$ cat src/hw/fsc_consts.svh
// named constants of the flash status controller: offsets, fields, codes, times
// assumes the includer compiles it once per unit; definitions only
`ifndef FSC_CONSTS_SVH
`define FSC_CONSTS_SVH

// ---------------------------------------------------------------
// register byte offsets on the bus
// ---------------------------------------------------------------
`define FSC_OFF_CTRL 8'h00
`define FSC_OFF_ADDR 8'h04
`define FSC_OFF_WDATA 8'h08
`define FSC_OFF_RDATA 8'h0C
`define FSC_OFF_STATUS 8'h10

// ---------------------------------------------------------------
// operation codes in the control register, bits [2:0]
// ---------------------------------------------------------------
`define FSC_OP_READ 3'h1
`define FSC_OP_WRITE 3'h2
`define FSC_OP_POLL 3'h3
`define FSC_OP_ERASE_ADD 3'h4
`define FSC_OP_ABORT 3'h5

// ---------------------------------------------------------------
// result codes in the status register, bits [3:1]
// ---------------------------------------------------------------
`define FSC_RES_NONE 3'h0
`define FSC_RES_PASS 3'h1
`define FSC_RES_FAIL 3'h2
`define FSC_RES_REJECT 3'h3
`define FSC_RES_DONE 3'h4
`define FSC_RES_ABORT 3'h5

// ---------------------------------------------------------------
// status bit positions on the flash data pins and flash commands
// ---------------------------------------------------------------
`define FSC_BIT_TB1 6
`define FSC_BIT_TL 5
`define FSC_BIT_ET 3
`define FSC_BIT_TB2 2
`define FSC_CMD_RESET 16'h00F0
`define FSC_CMD_SECT_ERASE 16'h0030

// ---------------------------------------------------------------
// times in ns and the clock period
// ---------------------------------------------------------------
`define FSC_CLK_NS 4
`define FSC_T_ACC_NS 120
`define FSC_T_WP_NS 50
`define FSC_T_REC_NS 30

`endif

$ cat src/hw/fsc_pkg.sv
// types of the flash status controller
// assumes fsc_consts.svh holds the numbers; this package holds only types
package fsc_pkg;

	// sequencer states, one-hot
	typedef enum logic [9:0] {
		FSC_S_IDLE = 10'h001,
		FSC_S_XFER = 10'h002,
		FSC_S_RD1 = 10'h004,
		FSC_S_RD2 = 10'h008,
		FSC_S_RD3 = 10'h010,
		FSC_S_RD4 = 10'h020,
		FSC_S_RESET = 10'h040,
		FSC_S_PRE = 10'h080,
		FSC_S_ERASE = 10'h100,
		FSC_S_POST = 10'h200
	} fsc_seq_t;

	// pin cycle states, one-hot
	typedef enum logic [2:0] {
		FSC_C_IDLE = 3'h1,
		FSC_C_STROBE = 3'h2,
		FSC_C_HOLD = 3'h4
	} fsc_cyc_t;

endpackage

$ cat src/hw/fsc_ctrl.sv
// flash status controller: AHB-Lite register slave driving a NOR flash
// assumes one clock, pins from the flash synchronised here, zero-wait bus
`timescale 1ns/1ps
`include "fsc_consts.svh"

module fsc_ctrl #(
	parameter int AW = 18,
	parameter int DW = 16
) (
	// clock and reset
	input wire logic i_clk,
	input wire logic i_rst_n,
	// ahb-lite slave
	input wire logic i_hsel,
	input wire logic [31:0] i_haddr,
	input wire logic [1:0] i_htrans,
	input wire logic i_hwrite,
	input wire logic [2:0] i_hsize,
	input wire logic [31:0] i_hwdata,
	input wire logic i_hready,
	output logic [31:0] o_hrdata,
	output logic o_hreadyout,
	output logic o_hresp,
	// flash pins
	input wire logic [DW-1:0] i_dq,
	input wire logic i_ready_busy_n_out,
	output logic [AW-1:0] o_addr,
	output logic [DW-1:0] o_dq,
	output logic o_dq_oe_n,
	output logic o_ce_n,
	output logic o_oe_n,
	output logic o_we_n
);

	// ---------------------------------------------------------------
	// pin synchronisers
	// ---------------------------------------------------------------
	logic [DW-1:0] dq_sync;
	logic rdy_sync;

	fsc_sync #(.W(DW + 1)) u_sync (
		.i_clk(i_clk),
		.i_rst_n(i_rst_n),
		.i_d({i_ready_busy_n_out, i_dq}),
		.o_q({rdy_sync, dq_sync})
	);

	// ---------------------------------------------------------------
	// bus slave
	// ---------------------------------------------------------------
	logic addr_ph;
	logic wr_pend_reg;
	logic [7:0] wr_off_reg;
	logic ctrl_wr;
	logic [2:0] ctrl_op;
	logic [AW-1:0] addr_reg;
	logic [DW-1:0] wdata_reg;
	logic [DW-1:0] rdata_reg;
	logic [2:0] result_reg;
	logic tb1_tog_reg;
	logic tb2_tog_reg;
	logic tl_seen_reg;
	logic et_before_reg;
	logic et_after_reg;
	logic abort_reg;
	logic busy;
	logic [31:0] status_word;
	fsc_pkg::fsc_seq_t state_reg;

	// single word transfers only, so hsize needs no lane logic
	assign addr_ph = i_hsel && i_htrans[1] && i_hready;
	assign o_hreadyout = 1'b1;
	assign o_hresp = 1'b0;
	assign busy = (state_reg != fsc_pkg::FSC_S_IDLE);
	assign ctrl_wr = wr_pend_reg && (wr_off_reg == `FSC_OFF_CTRL);
	assign ctrl_op = i_hwdata[2:0];
	// ready/busy shown as seen at the pin, high means ready
	assign status_word = {22'h000000, et_after_reg, et_before_reg, tl_seen_reg,
		tb2_tog_reg, tb1_tog_reg, rdy_sync, result_reg, busy};

	// address phase capture for the write data phase
	always_ff @(posedge i_clk or negedge i_rst_n) begin
		if (!i_rst_n) begin
			wr_pend_reg <= 1'b0;
			wr_off_reg <= 8'h00;
		end else begin
			wr_pend_reg <= addr_ph && i_hwrite;
			wr_off_reg <= i_haddr[7:0];
		end
	end

	// read data registered at the address phase, unmapped reads give zero
	always_ff @(posedge i_clk or negedge i_rst_n) begin
		if (!i_rst_n) begin
			o_hrdata <= 32'h00000000;
		end else if (addr_ph && !i_hwrite) begin
			case (i_haddr[7:0])
				`FSC_OFF_ADDR: o_hrdata <= 32'(addr_reg);
				`FSC_OFF_WDATA: o_hrdata <= 32'(wdata_reg);
				`FSC_OFF_RDATA: o_hrdata <= 32'(rdata_reg);
				`FSC_OFF_STATUS: o_hrdata <= status_word;
				default: o_hrdata <= 32'h00000000;
			endcase
		end
	end

	// address and write data registers
	always_ff @(posedge i_clk or negedge i_rst_n) begin
		if (!i_rst_n) begin
			addr_reg <= '0;
			wdata_reg <= '0;
		end else if (wr_pend_reg && !busy) begin
			if (wr_off_reg == `FSC_OFF_ADDR) begin
				addr_reg <= i_hwdata[AW-1:0];
			end
			if (wr_off_reg == `FSC_OFF_WDATA) begin
				wdata_reg <= i_hwdata[DW-1:0];
			end
		end
	end

	// ---------------------------------------------------------------
	// pin cycle engine
	// ---------------------------------------------------------------
	logic launched_reg;
	logic cyc_start;
	logic cyc_write;
	logic [DW-1:0] cyc_wdata;
	logic cyc_done;
	logic [DW-1:0] cyc_rdata;
	logic op_wr_reg;

	assign cyc_start = busy && !launched_reg;

	// what each state puts on the pins; status reads use addr_reg
	always_comb begin
		cyc_write = 1'b0;
		cyc_wdata = wdata_reg;
		case (state_reg)
			fsc_pkg::FSC_S_XFER: cyc_write = op_wr_reg;
			fsc_pkg::FSC_S_RESET: begin
				cyc_write = 1'b1;
				cyc_wdata = `FSC_CMD_RESET;
			end
			fsc_pkg::FSC_S_ERASE: begin
				cyc_write = 1'b1;
				cyc_wdata = `FSC_CMD_SECT_ERASE;
			end
			default: cyc_write = 1'b0;
		endcase
	end

	fsc_flash_cycle #(.AW(AW), .DW(DW)) u_cyc (
		.i_clk(i_clk),
		.i_rst_n(i_rst_n),
		.i_start(cyc_start),
		.i_write(cyc_write),
		.i_addr(addr_reg), // status reads at software's status address
		.i_wdata(cyc_wdata),
		.o_done(cyc_done),
		.o_rdata(cyc_rdata),
		.i_dq(dq_sync),
		.o_addr(o_addr),
		.o_dq(o_dq),
		.o_dq_oe_n(o_dq_oe_n),
		.o_ce_n(o_ce_n),
		.o_oe_n(o_oe_n),
		.o_we_n(o_we_n)
	);

	// one launch per state visit
	always_ff @(posedge i_clk or negedge i_rst_n) begin
		if (!i_rst_n) begin
			launched_reg <= 1'b0;
		end else if (cyc_done) begin
			launched_reg <= 1'b0;
		end else if (cyc_start) begin
			launched_reg <= 1'b1;
		end
	end

	// abort request; honoured only between cycles so no strobe is cut short
	always_ff @(posedge i_clk or negedge i_rst_n) begin
		if (!i_rst_n) begin
			abort_reg <= 1'b0;
		end else if (!busy) begin
			abort_reg <= 1'b0;
		end else if (ctrl_wr && ctrl_op == `FSC_OP_ABORT) begin
			abort_reg <= 1'b1;
		end
	end

	// ---------------------------------------------------------------
	// sequencer
	// ---------------------------------------------------------------
	logic [DW-1:0] first_reg;
	logic tb1_same;

	assign tb1_same = (cyc_rdata[`FSC_BIT_TB1] == first_reg[`FSC_BIT_TB1]);

	// every poll starts at the first double read
	always_ff @(posedge i_clk or negedge i_rst_n) begin
		if (!i_rst_n) begin
			state_reg <= fsc_pkg::FSC_S_IDLE;
			op_wr_reg <= 1'b0;
			first_reg <= '0;
			rdata_reg <= '0;
			result_reg <= `FSC_RES_NONE;
			tb1_tog_reg <= 1'b0;
			tb2_tog_reg <= 1'b0;
			tl_seen_reg <= 1'b0;
			et_before_reg <= 1'b0;
			et_after_reg <= 1'b0;
		end else begin
			case (state_reg)
				fsc_pkg::FSC_S_IDLE: begin
					if (ctrl_wr) begin
						case (ctrl_op)
							`FSC_OP_READ, `FSC_OP_WRITE: begin
								op_wr_reg <= (ctrl_op == `FSC_OP_WRITE);
								result_reg <= `FSC_RES_NONE;
								state_reg <= fsc_pkg::FSC_S_XFER;
							end
							`FSC_OP_POLL: begin
								result_reg <= `FSC_RES_NONE;
								tl_seen_reg <= 1'b0;
								state_reg <= fsc_pkg::FSC_S_RD1;
							end
							`FSC_OP_ERASE_ADD: begin
								result_reg <= `FSC_RES_NONE;
								state_reg <= fsc_pkg::FSC_S_PRE;
							end
							default: state_reg <= fsc_pkg::FSC_S_IDLE;
						endcase
					end
				end
				fsc_pkg::FSC_S_XFER: begin
					if (cyc_done) begin
						if (!op_wr_reg) begin
							rdata_reg <= cyc_rdata;
						end
						result_reg <= `FSC_RES_DONE;
						state_reg <= fsc_pkg::FSC_S_IDLE;
					end
				end
				fsc_pkg::FSC_S_RD1, fsc_pkg::FSC_S_RD3: begin
					if (cyc_done) begin
						first_reg <= cyc_rdata;
						state_reg <= (state_reg == fsc_pkg::FSC_S_RD1) ?
							fsc_pkg::FSC_S_RD2 : fsc_pkg::FSC_S_RD4;
					end
				end
				fsc_pkg::FSC_S_RD2: begin
					if (cyc_done) begin
						rdata_reg <= cyc_rdata;
						tb1_tog_reg <= !tb1_same;
						// erase-sector reads show toggle bit two moving
						tb2_tog_reg <= cyc_rdata[`FSC_BIT_TB2] != first_reg[`FSC_BIT_TB2];
						if (tb1_same) begin
							result_reg <= `FSC_RES_PASS;
							state_reg <= fsc_pkg::FSC_S_IDLE;
						end else if (cyc_rdata[`FSC_BIT_TL]) begin
							tl_seen_reg <= 1'b1;
							state_reg <= fsc_pkg::FSC_S_RD3;
						end else if (abort_reg) begin
							result_reg <= `FSC_RES_ABORT;
							state_reg <= fsc_pkg::FSC_S_IDLE;
						end else begin
							state_reg <= fsc_pkg::FSC_S_RD1;
						end
					end
				end
				fsc_pkg::FSC_S_RD4: begin
					if (cyc_done) begin
						rdata_reg <= cyc_rdata;
						tb1_tog_reg <= !tb1_same;
						if (tb1_same) begin
							result_reg <= `FSC_RES_PASS;
							state_reg <= fsc_pkg::FSC_S_IDLE;
						end else begin
							state_reg <= fsc_pkg::FSC_S_RESET;
						end
					end
				end
				fsc_pkg::FSC_S_RESET: begin
					if (cyc_done) begin
						result_reg <= `FSC_RES_FAIL;
						state_reg <= fsc_pkg::FSC_S_IDLE;
					end
				end
				fsc_pkg::FSC_S_PRE: begin
					if (cyc_done) begin
						et_before_reg <= cyc_rdata[`FSC_BIT_ET]; // always checked
						et_after_reg <= 1'b0;
						if (cyc_rdata[`FSC_BIT_ET]) begin
							// window already closed: the flash would ignore it
							result_reg <= `FSC_RES_REJECT;
							state_reg <= fsc_pkg::FSC_S_IDLE;
						end else begin
							state_reg <= fsc_pkg::FSC_S_ERASE;
						end
					end
				end
				fsc_pkg::FSC_S_ERASE: begin
					if (cyc_done) begin
						state_reg <= fsc_pkg::FSC_S_POST;
					end
				end
				fsc_pkg::FSC_S_POST: begin
					if (cyc_done) begin
						et_after_reg <= cyc_rdata[`FSC_BIT_ET];
						result_reg <= cyc_rdata[`FSC_BIT_ET] ? `FSC_RES_REJECT : `FSC_RES_PASS;
						state_reg <= fsc_pkg::FSC_S_IDLE;
					end
				end
				default: begin
					state_reg <= fsc_pkg::FSC_S_IDLE;
				end
			endcase
		end
	end

endmodule

$ cat src/hw/fsc_flash_cycle.sv
// one read or write cycle on the flash strobe pins
// assumes i_dq is already synchronised and start comes only while idle
`timescale 1ns/1ps
`include "fsc_consts.svh"

module fsc_flash_cycle #(
	parameter int AW = 18,
	parameter int DW = 16
) (
	// clock and reset
	input wire logic i_clk,
	input wire logic i_rst_n,
	// request from the sequencer
	input wire logic i_start,
	input wire logic i_write,
	input wire logic [AW-1:0] i_addr,
	input wire logic [DW-1:0] i_wdata,
	output logic o_done,
	output logic [DW-1:0] o_rdata,
	// flash pins
	input wire logic [DW-1:0] i_dq,
	output logic [AW-1:0] o_addr,
	output logic [DW-1:0] o_dq,
	output logic o_dq_oe_n,
	output logic o_ce_n,
	output logic o_oe_n,
	output logic o_we_n
);

	// read strobe covers access time plus the two synchroniser stages
	localparam int ACC_CYC = (`FSC_T_ACC_NS + `FSC_CLK_NS - 1) / `FSC_CLK_NS + 2;
	localparam int WP_CYC = (`FSC_T_WP_NS + `FSC_CLK_NS - 1) / `FSC_CLK_NS;
	localparam int REC_CYC = (`FSC_T_REC_NS + `FSC_CLK_NS - 1) / `FSC_CLK_NS;

	fsc_pkg::fsc_cyc_t state_reg;
	logic [7:0] cnt_reg;
	logic write_reg;

	// strobe timing; every read is a separate OE cycle so toggle bits advance
	always_ff @(posedge i_clk or negedge i_rst_n) begin
		if (!i_rst_n) begin
			state_reg <= fsc_pkg::FSC_C_IDLE;
			cnt_reg <= 8'h00;
			write_reg <= 1'b0;
			o_done <= 1'b0;
			o_rdata <= '0;
			o_addr <= '0;
			o_dq <= '0;
			o_dq_oe_n <= 1'b1;
			o_ce_n <= 1'b1;
			o_oe_n <= 1'b1;
			o_we_n <= 1'b1;
		end else begin
			o_done <= 1'b0;
			case (state_reg)
				fsc_pkg::FSC_C_IDLE: begin
					if (i_start) begin
						write_reg <= i_write;
						o_addr <= i_addr;
						o_dq <= i_wdata;
						o_dq_oe_n <= !i_write;
						o_ce_n <= 1'b0;
						o_oe_n <= i_write;
						o_we_n <= !i_write;
						cnt_reg <= i_write ? 8'(WP_CYC - 1) : 8'(ACC_CYC - 1);
						state_reg <= fsc_pkg::FSC_C_STROBE;
					end
				end
				fsc_pkg::FSC_C_STROBE: begin
					if (cnt_reg == 8'h00) begin
						if (!write_reg) begin
							o_rdata <= i_dq;
						end
						// rising write strobe latches the data; data held into recovery
						o_ce_n <= 1'b1;
						o_oe_n <= 1'b1;
						o_we_n <= 1'b1;
						cnt_reg <= 8'(REC_CYC - 1);
						state_reg <= fsc_pkg::FSC_C_HOLD;
					end else begin
						cnt_reg <= cnt_reg - 8'h01;
					end
				end
				fsc_pkg::FSC_C_HOLD: begin
					if (cnt_reg == 8'h00) begin
						o_dq_oe_n <= 1'b1;
						o_done <= 1'b1;
						state_reg <= fsc_pkg::FSC_C_IDLE;
					end else begin
						cnt_reg <= cnt_reg - 8'h01;
					end
				end
				default: begin
					state_reg <= fsc_pkg::FSC_C_IDLE;
				end
			endcase
		end
	end

endmodule

$ cat src/hw/fsc_sync.sv
// two-flop synchroniser for pins that arrive from outside the clock domain
// assumes the inputs are quasi-static across the sampled window
`timescale 1ns/1ps

module fsc_sync #(
	parameter int W = 1
) (
	// clock and reset
	input wire logic i_clk,
	input wire logic i_rst_n,
	// pins in, synchronised out
	input wire logic [W-1:0] i_d,
	output logic [W-1:0] o_q
);

	logic [W-1:0] meta_reg;

	// first stage feeds only the second stage
	always_ff @(posedge i_clk or negedge i_rst_n) begin
		if (!i_rst_n) begin
			meta_reg <= '0;
			o_q <= '0;
		end else begin
			meta_reg <= i_d;
			o_q <= meta_reg;
		end
	end

endmodule

$ cat config.mk
export PLATFORM = sky130hd
export DESIGN_NAME = fsc_ctrl
export DESIGN_NICKNAME = d
export VERILOG_FILES = /design/src/hw/fsc_pkg.sv /design/src/hw/fsc_ctrl.sv /design/src/hw/fsc_flash_cycle.sv /design/src/hw/fsc_sync.sv
export VERILOG_INCLUDE_DIRS = /design/src /design/src/hw
export SDC_FILE = /design/constraint.sdc
export NUM_CORES = 1
export LEC_CHECK = 0
export BUFFER_PORTS_ARGS = -buffer_cell sky130_fd_sc_hd__buf_2
export CORE_AREA = 10 10 150 152
export CTS_CLUSTER_SIZE = 40
export DETAILED_ROUTE_END_ITERATION = 10
export DIE_AREA = 0 0 160 162
export PLACE_DENSITY = 0.66
export SLEW_MARGIN = 20
export SYNTH_ARGS = -nofsm -noshare
export SYNTH_HDL_FRONTEND = slang
export SYNTH_HIERARCHICAL = 1
export SYNTH_SLANG_ARGS = --single-unit
$ cat constraint.sdc
create_clock -name i_clk -period 3.5 [get_ports i_clk]
set_input_delay 0.7 -clock i_clk [delete_from_list [all_inputs] [get_ports i_clk]]
set_output_delay 0.7 -clock i_clk [all_outputs]
set_load 0.02 [all_outputs]
; ---- Word-level counts from Yosys, hierarchy flattened
; Index checks and enable logic that the tools add are counted.
[totals]
ff_bits = 220
inputBits = 91
wordCells = 200
[classes]
n_addsub = 1
n_eq_ne = 52
n_mux = 69
bitwise = 1
reduce_logical = 47
[op_table]
columns = operator, count
row1 = one-hot mux 18 bit (4 select lines), 1
row2 = 2-to-1 mux 10 bit, 7
row3 = one-hot mux 10 bit (7 select lines), 1
row4 = one-hot mux 16 bit (2 select lines), 2
row5 = 2-to-1 mux 3 bit, 17
row6 = 2-to-1 mux 16 bit, 3
row7 = one-hot mux 8 bit (3 select lines), 2
row8 = "!= test 2 x 1 -> 1 bit, second input constant", 16
row9 = "equality test 8 x 4 -> 1 bit, second input constant", 3
row10 = 2-to-1 mux 8 bit, 3
row11 = one-hot mux 3 bit (7 select lines), 1
row12 = AND reduction 3 bit, 7
row13 = 2-to-1 mux 1 bit, 17
row14 = "equality test 8 x 3 -> 1 bit, second input constant", 2
row15 = zero test 8 bit, 2
row16 = 2-to-1 mux 5 bit, 3
row17 = "!= test 2 bit, second input constant", 7
row18 = one-hot mux 1 bit (2 select lines), 7
row19 = AND reduction 2 bit, 7
row20 = AND reduction 13 bit, 1
row21 = nonzero test 2 bit, 6
row22 = "equality test 10 x 1 -> 1 bit, second input constant", 1
row23 = "equality test 10 bit, second input constant", 1
row24 = "equality test 10 x 2 -> 1 bit, second input constant", 1
row25 = 32 further kinds, 52

; ---- Depth between registers and ports, before layout
[depth]
depth_word = 6
ltp_mapped = 11
mapped_depth_nobuf = 8

; ---- Cells and area by module
; The synthesis kept the hierarchy.
[modules_own_cells]
columns = mod, n_inst, cells_per_inst, area_each_um2, seq_area_each_um2
row1 = fsc_ctrl, 1, 431, 4977.3, 2503.7
row2 = fsc_flash_cycle, 1, 195, 2819.0, 1682.9
row3 = fsc_sync, 1, 34, 850.8, 850.8

; ---- Worst setup path before layout
; OpenSTA, ideal clock, no wires.
[synth_path]
kind = reg-to-reg
startpoint = register state_reg[7] (netlist name)
endpoint = register u_cyc.o_addr[10]
setup_time_ns = 0.125
arrival_ns = 2.493
required_time_ns = 3.375
path_slack_ns = 0.882
stages_incl_launch_ff = 10
n_path_buf = 3
synth_period_minus_slack_ns = 2.618
cell_sequence = dfrtp_1 > buf_6 > or4_4 > nor4_4 > nor2_1 > nand3b_1 > nor2_1 > buf_2 > buf_2 > mux2_2
[synth_rtl]
columns = element, line_no
row1 = end signal: assignment, fsc_flash_cycle.sv:59  ; o_addr <= i_addr;
row2 = end: declaration, fsc_flash_cycle.sv:22  ; output logic [AW-1:0] o_addr,

==> flow_summary_export.csv <==
group,metric,value,unit
global_route,grt_pass1_wl,33900,um
clock_tree,ctsResizeCount,0,
synth,ys.warnings.count,6,
synth,post-synth-top-count-cell,"dfrtp_1",
sta,finClkSkew,0.0170,ns
global_route,grt_max_degree,92,
detailed_routing,drt-total-wl,21000,um
power,p_leak,5.05,nW
worst_setup_path,reg2reg_slack,0.78,ns
sta,whs,0.275,ns
clock_tree,cts_tree,"built",
synth,async_reset_ff_share,100,%
synth,synth_area_per_cell,13.1,um2
floorplanning,rows,51,
detailed_routing,via_per_inst,5.39,
placement,placed_area,9380,um2
synth,synth_top_area_share,56.4,%
worst_setup_path,worstPathMaxFanout,23,
sta,max_slew_margin,33.7,%
sta,worst_pin_slew,0.995,ns
floorplanning,die_h,162,um
power,p_per_area,524,nW/um2
sta,setup_violations,0,
power,internal-power,3.98,mW
synth,synth-main-ff-cell,"dfrtp_1",
placement,place_inst,1009,
clock_tree,htreeDepth,1,
synth,yosysTopAreaCell,"dfrtp_1",
power,combPwrFrac,10.4,%
cells_and_area,fill_cells,1695,
synth,synthCells,660,
cells_and_area,final_cells,1051,
detailed_routing,drt.antenna.violating_nets,0,
sta,fin_crit,2.72,ns
placement,dpl_worst_slack,0.602,ns
detailed_routing,wl_per_cell,20.0,um
sta,slew_viol_final,0,
power,power.switching,1.33,mW
power,p_seq_share,46.7,%
sta,finalSetupTns,0,ns
global_route,antenna_found_initial,1,
synth,seq_area_frac_synth,58.3,%
floorplanning,core,19400,um2
floorplanning,start_util,44.6,%
synth,synth_common_cells,"195 x dfrtp_1, 74 x mux2_2, 55 x nand2_1",
cells_and_area,drive_gt1_share,36.4,%
detailed_routing,firstDrtPassIters,5,
power,p_sw_share,25.1,%
synth,ys_types,70,
sta,rsz0062_at_grt,"false",
sta,fin_crit_sh,77.7,%
synth,syn_area,8650,um2
synth,synth_edf_count,0,
run,drv_cap,0,
worst_setup_path,cp.arrival,3.10,ns
synth,synth_area_leaders,"dfrtp_1 56%, mux2_2 9.6%, mux2_4 5.2%",
clock_tree,clk_path_buf_depth,3,
detailed_routing,drtIter0Drc,469,
floorplanning,io_pins,163,
clock_tree,clkLatencyLatePin,0.50,ns
power,vdd_drop_max,0.399,mV
clock_tree,cts-root-buf,"clkbuf_16",
detailed_routing,vias,5664,
sta,setup_ws,0.779,ns
cells_and_area,syn2layout_area_growth,17.1,%
sta,fmax,368,MHz
global_route,first_global_vias,6110,
clock_tree,cts_setup_buffers,0,
min_path,hp-class,"input port to asynchronous set/reset pin",
global_route,gr-total-overflow,0,
placement,io_buffers,104,
worst_setup_path,worst_ep_required_time,3.88,ns
clock_tree,cts_made_buffers,22,
worst_setup_path,worstReg2RegStart,"state_reg[4]$_DFFE_PN0P_",
cells_and_area,finalNetCount,861,
floorplanning,die_w,160,um
clock_tree,clock_sinks,201,
global_route,track_usage,16.0,%
cells_and_area,fin_area,10100,um2
synth,yosys_register_bits,201,
floorplanning,dieArea,25900,um2
cells_and_area,utilization,52.2,%
clock_tree,path_clk_slew,0.06,ns
placement,globalplace.congestion,0.883,
worst_setup_path,crit_type,"register to register",
worst_setup_path,end_kind,"register",
sta,hold_violations,0,
power,p_clk_share,43.0,%
detailed_routing,drc,0,
clock_tree,postCtsHoldBufs,0,
worst_setup_path,reg2reg_depth,7,
worst_setup_path,start_kind,"register",
placement,place_hpwl,15300,um
worst_setup_path,r2r_end,"u_cyc/o_addr[16]$_DFFE_PN0P_",
power,power,5.31,mW
outcome,status,"complete, no violations",
critical path, cell delays in order (launching register included):
cell and delay (ns):
dfrtp_1 0.46, or4_1 0.72, nor4_4 0.42, nor2_1 0.10, nand3b_1 0.24, nor2_4 0.16
buf_12 0.21, mux2_2 0.29
worst max-delay path by stage:
stage / startpoint / to / slack [ns] / depth (start not counted)
floorplan: state_reg[7]$_DFFE_PN0P_ / u_cyc/o_addr[10]$_DFFE_PN0P_ / 0.88 / 9
detailed placement: i_haddr[1] / o_hrdata[7]$_DFFE_PN0P_ / 0.60 / 7
finish: state_reg[4]$_DFFE_PN0P_ / u_cyc/o_addr[16]$_DFFE_PN0P_ / 0.78 / 7
CTS: state_reg[9]$_DFFE_PN0P_ / u_cyc/o_addr[6]$_DFFE_PN0P_ / 0.70 / 6
global placement: i_haddr[1] / o_hrdata[7]$_DFFE_PN0P_ / 0.65 / 7
global route: state_reg[4]$_DFFE_PN0P_ / u_cyc/cnt_reg[4]$_DFFE_PN0P_ / 0.61 / 8
logic make-up after synthesis:
logic type / after synthesis / synth area share [%]
and+or+nand+nor: 172 / 11.7
DFF: 201 / 58.3
xor gates and xnor gates: 11 / 1.11
buffers and inverters: 60 / 3.99
adders and majority gates: 1 / 0.145
other: 2 / 0.0869
muxes: 116 / 16.4
AOI/OAI and AO/OA: 97 / 8.33
power by group through the flow:
stage	clock network [mW]	logic (mW)	registers, mW
after floorplan	0	0.403	2.46
after global placement	0	0.548	2.51
after detailed placement	0	0.548	2.52
after CTS	2.33	0.552	2.48
after global routing	2.44	0.599	2.49
final	2.28	0.552	2.48
area by class of cell:
class | count | area [um2] | share of cell area, %
multi-input cells | 413 | 3320 | 32.8
diodes | 1 | 2.50 | 0.0247
inverters | 13 | 48.8 | 0.482
clock inverters | 9 | 77.6 | 0.766
flip-flops and latches | 201 | 5040 | 49.7
well taps | 265 | 332 | 3.27
clock buffers | 31 | 646 | 6.38
repair buffers | 118 | 659 | 6.51
placed cells by master, fill, tap and decap left out, drive strengths merged, types with 10 or more instances in the layout:
master	n
nor4	14
buf	117
inv	14
clkbuf	32
o21ai	25
dfrtp	195
nand2	55
nor2	22
a22oi	12
nor3	10
nand3	13
and2	13
mux2	113
conb	16
a22o	11
per-layer routing:
layer / vias to the layer above / track usage (%) / wire [um]
met5: - / 0 / 0
met4: 0 / 4.67 / 464
met2: 185 / 26.1 / 10000
met3: 38 / 3.21 / 1200
li1: 2584 / - / -
met1: 2857 / 21.0 / 9370
Power figures use the tool's default switching activity.
